## src/logic/cpr_pkg.sv

```systemverilog
package cpr_pkg;

  // system clock rate
  localparam int unsigned CLOCK_MHZ = 250;

  // power-up hold of the output-enable/reset line, in ms, and in cycles (exact integer product, no rounding)
  localparam int unsigned POR_HOLD_MS = 1;
  localparam int unsigned POR_HOLD_CYCLES = POR_HOLD_MS * 1000 * CLOCK_MHZ;

  // default width of the internal bit address counter
  localparam int unsigned ADDR_W_DEF = 16;

  // address value that follows the terminal count
  localparam int unsigned ADDR_WRAP = 0;

  // synchroniser depth: cycles before a pin level reaches the core
  localparam int unsigned SYNC_SETTLE = 2;

  // positions of the synchronised pins inside the sync bank
  localparam int unsigned PIN_OE = 0;
  localparam int unsigned PIN_CS = 1;
  localparam int unsigned PIN_LOWV = 2;
  localparam int unsigned PIN_CFG_CLK = 3;
  localparam int unsigned PIN_COUNT = 4;

  // readout control states, one-hot
  typedef enum logic [4:0] {
    ST_POR = 5'h01,
    ST_IDLE = 5'h02,
    ST_STANDBY = 5'h04,
    ST_READ = 5'h08,
    ST_DONE = 5'h10
  } cpr_state_t;

endpackage

```

## src/logic/cpr_pins_if.sv

```systemverilog
`timescale 1ns/1ps
interface cpr_pins_if;
  logic oe_level;
  logic cs_level;
  logic supply_low;
  logic clk_rise;

  modport src (output oe_level, output cs_level, output supply_low, output clk_rise);
  modport dst (input oe_level, input cs_level, input supply_low, input clk_rise);
endinterface

```

## src/logic/cpr_pin_sync.sv

```systemverilog
`timescale 1ns/1ps
module cpr_pin_sync (
  input wire logic i_clock,
  input wire logic i_sys_rst,
  input wire logic i_oe_reset,
  input wire logic i_chip_select_n,
  input wire logic i_supply_low,
  input wire logic i_config_clock,
  cpr_pins_if.src pins
);

  typedef struct packed {
    logic [cpr_pkg::PIN_COUNT-1:0] meta;
    logic [cpr_pkg::PIN_COUNT-1:0] sync;
    logic clk_prev;
  } cpr_sync_t;

  cpr_sync_t s_q;
  cpr_sync_t s_d;
  logic [cpr_pkg::PIN_COUNT-1:0] raw;

  assign raw[cpr_pkg::PIN_OE] = i_oe_reset;
  assign raw[cpr_pkg::PIN_CS] = i_chip_select_n;
  assign raw[cpr_pkg::PIN_LOWV] = i_supply_low;
  assign raw[cpr_pkg::PIN_CFG_CLK] = i_config_clock;

  // two flops per pin; the edge detector only looks at the second stage
  always_comb begin
    s_d = s_q;
    s_d.meta = raw;
    s_d.sync = s_q.meta;
    s_d.clk_prev = s_q.sync[cpr_pkg::PIN_CFG_CLK];
  end

  always_ff @(posedge i_clock) begin
    if (i_sys_rst) begin
      s_q <= '0;
    end else begin
      s_q <= s_d;
    end
  end

  assign pins.oe_level = s_q.sync[cpr_pkg::PIN_OE];
  assign pins.cs_level = s_q.sync[cpr_pkg::PIN_CS];
  assign pins.supply_low = s_q.sync[cpr_pkg::PIN_LOWV];
  // config clock rising edge, one system cycle wide
  assign pins.clk_rise = s_q.sync[cpr_pkg::PIN_CFG_CLK] & ~s_q.clk_prev;

endmodule

```

## src/logic/cpr_readout.sv

```systemverilog
`timescale 1ns/1ps
// Operation
// - oe and cs low: count to terminal count, then hold, float, chain out low.
// - terminal count is highest address; the address after it is zero.
// - chip-select high enters standby and holds the address reset.
// - in standby the data output floats regardless of output-enable.
// - after power-up drive output-enable/reset low about 1 ms before delivering data.
// - supply below 2.0 volts returns to reset and clears the address counter.
// - clock after the last bit drives chain out low and disables data.
// - address and bit counters advance on every valid config clock rising edge.
module cpr_readout #(
  parameter int unsigned ADDR_W = cpr_pkg::ADDR_W_DEF,
  parameter logic [ADDR_W-1:0] TERMINAL_COUNT = '1,
  parameter int unsigned POR_CYCLES = cpr_pkg::POR_HOLD_CYCLES
) (
  input wire logic i_clock,
  input wire logic i_sys_rst,
  input wire logic i_oe_reset,
  input wire logic i_chip_select_n,
  input wire logic i_config_clock,
  input wire logic i_supply_low,
  input wire logic i_mem_bit,
  output logic o_oe_reset_out,
  output logic o_oe_reset_oe,
  output logic [ADDR_W-1:0] o_mem_addr,
  output logic o_serial_data_out,
  output logic o_serial_data_oe,
  output logic o_chain_select_out_n,
  output logic o_standby
);

  localparam int unsigned CNT_W = $clog2(POR_CYCLES + 1);
  localparam logic [CNT_W-1:0] POR_LAST = CNT_W'(POR_CYCLES - 1);
  localparam logic [ADDR_W-1:0] ADDR_ZERO = ADDR_W'(cpr_pkg::ADDR_WRAP);
  localparam logic [CNT_W-1:0] SETTLE_LAST = CNT_W'(cpr_pkg::SYNC_SETTLE);

  typedef struct packed {
    cpr_pkg::cpr_state_t state;
    logic [ADDR_W-1:0] addr;
    logic [CNT_W-1:0] por_cnt;
    logic data;
    logic data_oe;
    logic chain_n;
    logic standby;
    logic oe_drive;
    logic oe_out;
  } cpr_core_t;

  localparam cpr_core_t CORE_RST = '{
    state: cpr_pkg::ST_POR,
    addr: ADDR_ZERO,
    por_cnt: '0,
    data: 1'b0,
    data_oe: 1'b0,
    chain_n: 1'b1,
    standby: 1'b0,
    oe_drive: 1'b1,
    oe_out: 1'b0
  };

  cpr_pins_if pins ();

  cpr_pin_sync u_sync (
    .i_clock(i_clock),
    .i_sys_rst(i_sys_rst),
    .i_oe_reset(i_oe_reset),
    .i_chip_select_n(i_chip_select_n),
    .i_supply_low(i_supply_low),
    .i_config_clock(i_config_clock),
    .pins(pins.src)
  );

  cpr_core_t s_q;
  cpr_core_t s_d;

  // next state; brown-out beats everything, the power-up hold ignores every pin but supply-low
  always_comb begin
    s_d = s_q;
    if (pins.supply_low) begin
      s_d.state = cpr_pkg::ST_POR;
      s_d.addr = ADDR_ZERO;
      s_d.por_cnt = '0;
    end else begin
      unique case (s_q.state)
        cpr_pkg::ST_IDLE, cpr_pkg::ST_STANDBY, cpr_pkg::ST_READ, cpr_pkg::ST_DONE: begin
          if (pins.cs_level) begin
            s_d.state = cpr_pkg::ST_STANDBY;
            s_d.addr = ADDR_ZERO;
          end else if (pins.oe_level) begin
            s_d.state = cpr_pkg::ST_IDLE;
            s_d.addr = ADDR_ZERO;
          end else if (s_q.state == cpr_pkg::ST_READ) begin
            if (pins.clk_rise) begin
              if (s_q.addr == TERMINAL_COUNT) begin
                s_d.addr = ADDR_ZERO;
                s_d.state = cpr_pkg::ST_DONE;
              end else begin
                s_d.addr = s_q.addr + 1'b1;
              end
            end
          end else if (s_q.state == cpr_pkg::ST_IDLE && s_q.por_cnt < SETTLE_LAST) begin
            // just out of the power-up hold our own pull-down is still in the
            // synchroniser; a low oe level is not trusted until it has drained
            s_d.por_cnt = s_q.por_cnt + 1'b1;
          end else if (s_q.state != cpr_pkg::ST_DONE) begin
            // leaving reset hold: first bit sits at address zero before any clock
            s_d.state = cpr_pkg::ST_READ;
          end
        end
        default: begin
          // power-up hold; also catches an illegal state code
          s_d.state = cpr_pkg::ST_POR;
          s_d.addr = ADDR_ZERO;
          if (s_q.por_cnt >= POR_LAST) begin
            s_d.state = cpr_pkg::ST_IDLE;
            s_d.por_cnt = '0;
          end else begin
            s_d.por_cnt = s_q.por_cnt + 1'b1;
          end
        end
      endcase
    end
    // pin outputs follow the next state so they line up with the state flop
    s_d.data_oe = (s_d.state == cpr_pkg::ST_READ);
    // memory read lags the address by one cycle; data is the bit at the address held one cycle earlier
    s_d.data = s_d.data_oe & i_mem_bit;
    s_d.chain_n = (s_d.state != cpr_pkg::ST_DONE);
    s_d.standby = (s_d.state == cpr_pkg::ST_STANDBY);
    s_d.oe_drive = (s_d.state == cpr_pkg::ST_POR);
    s_d.oe_out = 1'b0; // open-drain: only ever pulls low
  end

  always_ff @(posedge i_clock) begin
    if (i_sys_rst) begin
      s_q <= CORE_RST;
    end else begin
      s_q <= s_d;
    end
  end

  assign o_oe_reset_out = s_q.oe_out;
  assign o_oe_reset_oe = s_q.oe_drive;
  assign o_mem_addr = s_q.addr;
  assign o_serial_data_out = s_q.data;
  assign o_serial_data_oe = s_q.data_oe;
  assign o_chain_select_out_n = s_q.chain_n;
  assign o_standby = s_q.standby;
endmodule
```

## config.mk

```make
export PLATFORM = sky130hd
export DESIGN_NAME = cpr_readout
export DESIGN_NICKNAME = d
export VERILOG_FILES = /design/src/logic/cpr_pkg.sv /design/src/logic/cpr_pins_if.sv /design/src/logic/cpr_pin_sync.sv /design/src/logic/cpr_readout.sv
export SDC_FILE = /design/constraint.sdc
export NUM_CORES = 1
export LEC_CHECK = 0
export ABC_AREA = 0
export BUFFER_PORTS_ARGS = -buffer_cell sky130_fd_sc_hd__buf_2
export CORE_UTILIZATION = 55
export DETAILED_ROUTE_END_ITERATION = 7
export PLACE_DENSITY = 0.82
export RECOVER_POWER = 25
export SLEW_MARGIN = 40
export SYNTH_ARGS = -nofsm -noshare
export SYNTH_HDL_FRONTEND = slang
export SYNTH_HIERARCHICAL = 1
export SYNTH_SLANG_ARGS = --single-unit
```

## constraint.sdc

```tcl
create_clock -name i_clock -period 4.7 [get_ports i_clock]
set_input_delay 0.94 -clock i_clock [delete_from_list [all_inputs] [get_ports i_clock]]
set_output_delay 0.94 -clock i_clock [all_outputs]
set_load 0.02 [all_outputs]
```

# Yosys cells after proc, flatten, opt, wreduce, memory -nomap -nowiden
# Cells that the tools add are included.
[totals] reg_bits=54 inputBits=7 output_inout_bits=22 wordCells=57
[op_classes] add_sub_neg=2 magnitude_cmp=2 eq_ne=14 mux=17 n_bitwise=4 reduce_logical=6
[ops] operator="$mux W18" n=5
[ops] operator="$mux W39" n=2
[ops] operator="$mux W21" n=3
[ops] operator="$mux W16" n=2
[ops] operator="$mux W5" n=4
[ops] operator="$add A18 B1 Y18 const B" n=1
[ops] operator="$ge A18 B18 Y1 const B" n=1
[ops] operator="$lt A18 B2 Y1 const B" n=1
[ops] operator="$add A16 B1 Y16 const B" n=1
[ops] operator="$eq A16 B16 Y1 const B" n=1
[ops] operator="$eq A5 B3 Y1 const B" n=2
[ops] operator="$eq A5 B4 Y1 const B" n=2
[ops] operator="$ne A5 B5 Y1 const B" n=2
[ops] operator="$ne A2 B2 Y1 const B" n=4
[ops] operator="$eq A5 B1 Y1 const B" n=1
[ops] operator="$eq A5 B2 Y1 const B" n=1
[ops] operator="$eq A5 B5 Y1 const B" n=1
[ops] operator="$reduce_or A5 Y1" n=1
[ops] operator="$reduce_and A4 Y1" n=1
[ops] operator="$reduce_or A4 Y1" n=1
[ops] operator="$and A1 B1 Y1" n=2
[ops] operator="$mux W2" n=1
[ops] operator="$not A1 Y1" n=2
[ops] operator="$reduce_and A2 Y1" n=1
[ops] operator="other kinds (2)" n=2

# Logic depth before layout (Yosys ltp)
[logic_depth] depth_word=10 depth_mapped=8 depth_no_buf=7

# By module
# Netlist, hierarchy kept.
[by_module_without_submodules] module="cpr_readout" instances=1 cells_each=253 area_per_inst_um2=2159.6 seq_area_each_um2=880.8
[by_module_without_submodules] module="cpr_pin_sync" instances=1 cells_each=19 area_per_inst_um2=242.7 seq_area_each_um2=180.2

# Least setup slack after synthesis
# OpenSTA, ideal clock, no wires.
[synth_path] path_kind="reg2reg" startpoint="reg s_q[7] (netlist bit)" endpoint="reg s_q[19] (netlist bit)" setup_ns=0.073 arrival_time_ns=1.977 required_time_ns=4.627 setup_slack_ns=2.649 stages_incl_launch_ff=7 period_less_slack_ns=2.051 cell_sequence="dfxtp_1 > nor4_2 > nand3_1 > or4_4 > and2_4 > or4_1 > a21oi_1"
[synth_between] elab_chain_len=6 elab_cells_between_ends=12
[synth_rtl] element="start, declared" line="cpr_readout.sv:73" source="cpr_core_t s_q;"
[synth_rtl] element="start signal, assigned" line="cpr_readout.sv:135" source="s_q <= CORE_RST;"
[synth_rtl] element="start signal, assigned" line="cpr_readout.sv:137" source="s_q <= s_d;"
[synth_rtl] element="$add A18 B1 Y18" line="cpr_readout.sv:104, cpr_readout.sv:118"
[synth_rtl] element="$mux W18" line="cpr_readout.sv:101" source="end else if (s_q.state == cpr_pkg::ST_IDLE && s_q.por_cnt < SETTLE_LAST) begin"
[synth_rtl] element="$mux W18" line="cpr_readout.sv:92" source="end else if (s_q.state == cpr_pkg::ST_READ) begin"
[synth_rtl] element="$mux W18" line="cpr_readout.sv:89" source="end else if (pins.oe_level) begin"
[synth_rtl] element="$mux W18" line="cpr_readout.sv:86" source="if (pins.cs_level) begin"
[synth_rtl] element="$mux W39" line="cpr_readout.sv:84" source="unique case (s_q.state)"
# Parallel ways exist; a longest one is shown, timed or not. The select of a mux whose other input is x is not followed.
# A chain may end at the register's enable or synchronous reset.

# Worst setup path after layout
[layout_path] startpoint="reg s_q[44] (netlist bit)" endpoint="reg s_q, in the netlist o_mem_addr[11]"
[layout_between] elab_chain_len=4 elab_cells_between_ends=8
[layout_rtl] element="$eq A5 B4 Y1, or another cell as far along" line="cpr_readout.sv:84, cpr_readout.sv:92"
[layout_rtl] element="$reduce_or A4 Y1" line="cpr_readout.sv:84"
[layout_rtl] element="$not A1 Y1 (no line)"
[layout_rtl] element="$reduce_or A5 Y1 (no line)"
# Parallel ways exist; a longest one is shown, timed or not.

==> reports/metrics.yaml <==
placed_design:
  io_buffers: 27
  placed_cells: 325
  finalWeightedCongestion: 0.862
  dp_hpwl_microns: 3260
cells_and_area:
  post-route-util_pct: 62.1
  drive_gt1_share_pct: 12.7
  regMostFlops: "s_q"
  largest_reg_flops: 23
  nets: 291
  antenna_cells: 0
  syn_to_final_growth_pct: 5.57
  finalNonFillerCells: 333
drt:
  antenna_left: 0
  route.vias.total: 1892
  wirelength_microns: 4520
  firstDrtPassIters: 4
  drc: 0
  drtIter0Drc: 83
  wl_per_cell_microns: 13.6
  viasPerCell: 5.68
logic_synthesis:
  async_flop_share_pct: 0
  seq_area_frac_synth_pct: 44.2
  synthDistinctLibCells: 43
  synth_enable_flop_cells: 0
  synth.avg_cell_area_sq_um: 8.83
  ys.warnings.count: 6
  yosys_register_bits: 53
  synth.cell_area_sq_um: 2400
  syn_nets: 281
  synthFlopType: "dfxtp_1"
  synthCells: 272
setup_path:
  reg2reg_to: "o_mem_addr[11]$_SDFFE_PP0P_"
  end_kind: "register"
  crit_buf_inv: 0
  criticalPathCategory: "reg -> reg"
  startpoint_type: "register"
  crit_start: "s_q[44]$_SDFF_PP0_"
  r2r_slack_ns: 2.05
  r2r-start: "s_q[44]$_SDFF_PP0_"
  path_cells: "or4b_4 -> a221oi_4 -> nand4_1 -> nor2_1"
  arrival_ns: 2.90
  cp_top_family: "simple AND/OR/NAND/NOR gates"
  ff2ff_path_depth: 4
  crit_fanout: 20
  crit_slowest_cell: "a221oi_4"
  max_stage_delay_ns: 0.71
  required_ns: 4.94
sta:
  hold_viol_final: 0
  fin_crit_sh_pct: 56.4
  fin_setup_tns_ns: 0
  relSlewSlack_pct: 49.0
  slew_viol_final: 0
  holdWs_ns: 0.444
  max_freq_ghz: 0.377
  worst-slew-pin-transition_ns: 0.765
  setup_violations: 0
  fin_crit_ns: 2.65
  fin_skew_ns: 0.00522
  grt_setup_unrepaired: "false"
clock_tree:
  cts_num_sinks: 53
  hold_buffers: 0
  cts-root-buf: "clkbuf_8"
  cts_buffer_depth: 2
  clkTransAtPathRegs_ns: 0.10
  cts_setup_buffers: 0
  cts_resized: 0
  clk_latency_ns: 0.31
  cts_tree: "built"
  htree_levels: 2
  cts_inserted_buffers: 5
power:
  power_uw: 744
  powerDensity_nw_per_um2: 293
  p_leak_uw: 0.000892
  peakVddDrop_mv: 0.220
global_route:
  grt.total_usage_pct: 21.4
  grt_pass1_vias: 1659
  grt_pass1_wl_microns: 7230
  grt_max_degree: 21
  antenna_found_initial: 0
  overflow: 0
hold_path:
  hp-class: "reg -> reg"
  min-delay-start: "u_sync/s_d[1]$_SDFF_PP0_"
  holdPathEnd: "u_sync/pins.oe_level$_SDFF_PP0_"
  hold_depth: 1
job:
  cap_violations: 0
die:
  die_w_microns: 68.1
  start_util_pct: 58.8
  row_count: 23
  design.core.area_sq_um: 4090
  dieArea_sq_um: 4640
  die_height_microns: 68.1
  num_io_pins: 29
outcome:
  status: "finished clean"
## Yosys cell counts (5+ instances only)
library cell  instances  area share [%]
nor2b_1              11             2.9
nand2_1              13             2.0
nor3_1                8             1.7
and2_1                5             1.3
and3_1                5             1.3
dfxtp_1              53              44
nand4_1              11             2.9
nor2_1               39             6.1
buf_4                18             5.6
xor2_1               11             4.0
xnor2_1              15             5.5
o21ai_0               6             1.3
a21oi_1              14             2.9
nand3_1              19             4.0
## metrics by stage
step           cell area, sq um  worst slack (ns)
4_1_cts                    2550              2.02
5_1_grt                    2540              1.86
2_1_floorplan              2400              2.65
3_5_place_dp               2450              2.04
6_report                   2540              2.05
3_3_place_gp               2440              1.62
## metal layers
metal / share of wire [%] / wire length, microns / vias up / GRT usage (%)
met5: 0 / 0 / - / 0
met3: 4.5 / 205 / 7 / 6.17
met2: 50 / 2250 / 50 / 34.7
li1: - / - / 945 / -
met4: 1.4 / 64 / 0 / 11.5
met1: 44 / 2000 / 890 / 25.2
## final cells by class
type	instances	area [sq um]
multi-input combinational	193	1190
sequential	53	1060
inverter	2	7.51
timing repair buffer	27	123
clock inverter	3	26.3
clock buffer	5	68.8
fill	378	1550
tap	50	62.6
## where the power goes
part / internal [uW] / total (uW) / switching (uW)
Combinational: 9.02 / 19.7 / 10.7
Clock: 109 / 266 / 157
Sequential: 454 / 459 / 4.41
## cells in the final DEF (no fill, tap or decap), types with 3 or more instances in the layout
cell type and count:
dfxtp_1 53, nor2_1 39, nand3_1 19, buf_2 17
xnor2_1 15, a21oi_1 14, nand2_1 13, xor2_1 11
nand4_1 11, nor2b_1 11, clkbuf_1 10, nor3_1 8
o21ai_0 6, and3_1 5, and2_1 5, clkbuf_8 5
a211oi_1 4, nand2b_1 3, or3_1 3
## how the worst max path moves through the flow
| stage | to | slack [ns] | cells past startpoint |
|---|---|---|---|
| final | o_mem_addr[11]$_SDFFE_PP0P_ | 2.05 | 4 |
| after global routing | o_mem_addr[15]$_SDFFE_PP0P_ | 1.86 | 4 |
| after CTS | o_mem_addr[15]$_SDFFE_PP0P_ | 2.02 | 4 |
| after detailed placement | o_mem_addr[15]$_SDFFE_PP0P_ | 2.04 | 4 |
| after global placement | s_q[7]$_SDFFE_PP0P_ | 1.62 | 5 |
| after floorplan | s_q[19]$_SDFFE_PP0P_ | 2.65 | 6 |
## logic make-up (layout without fill, tap and decap cells)
kind of cell,Yosys count,in the layout,synth area share [%]
xor+xnor,26,26,9.48
compound gates,34,34,8.96
buf+inv,26,37,7.03
flops,53,53,44.2
simple gates,130,130,29.2
fa+ha+maj,2,2,1.04
other cells,1,1,0.156
Power figures use the tool's default switching activity.
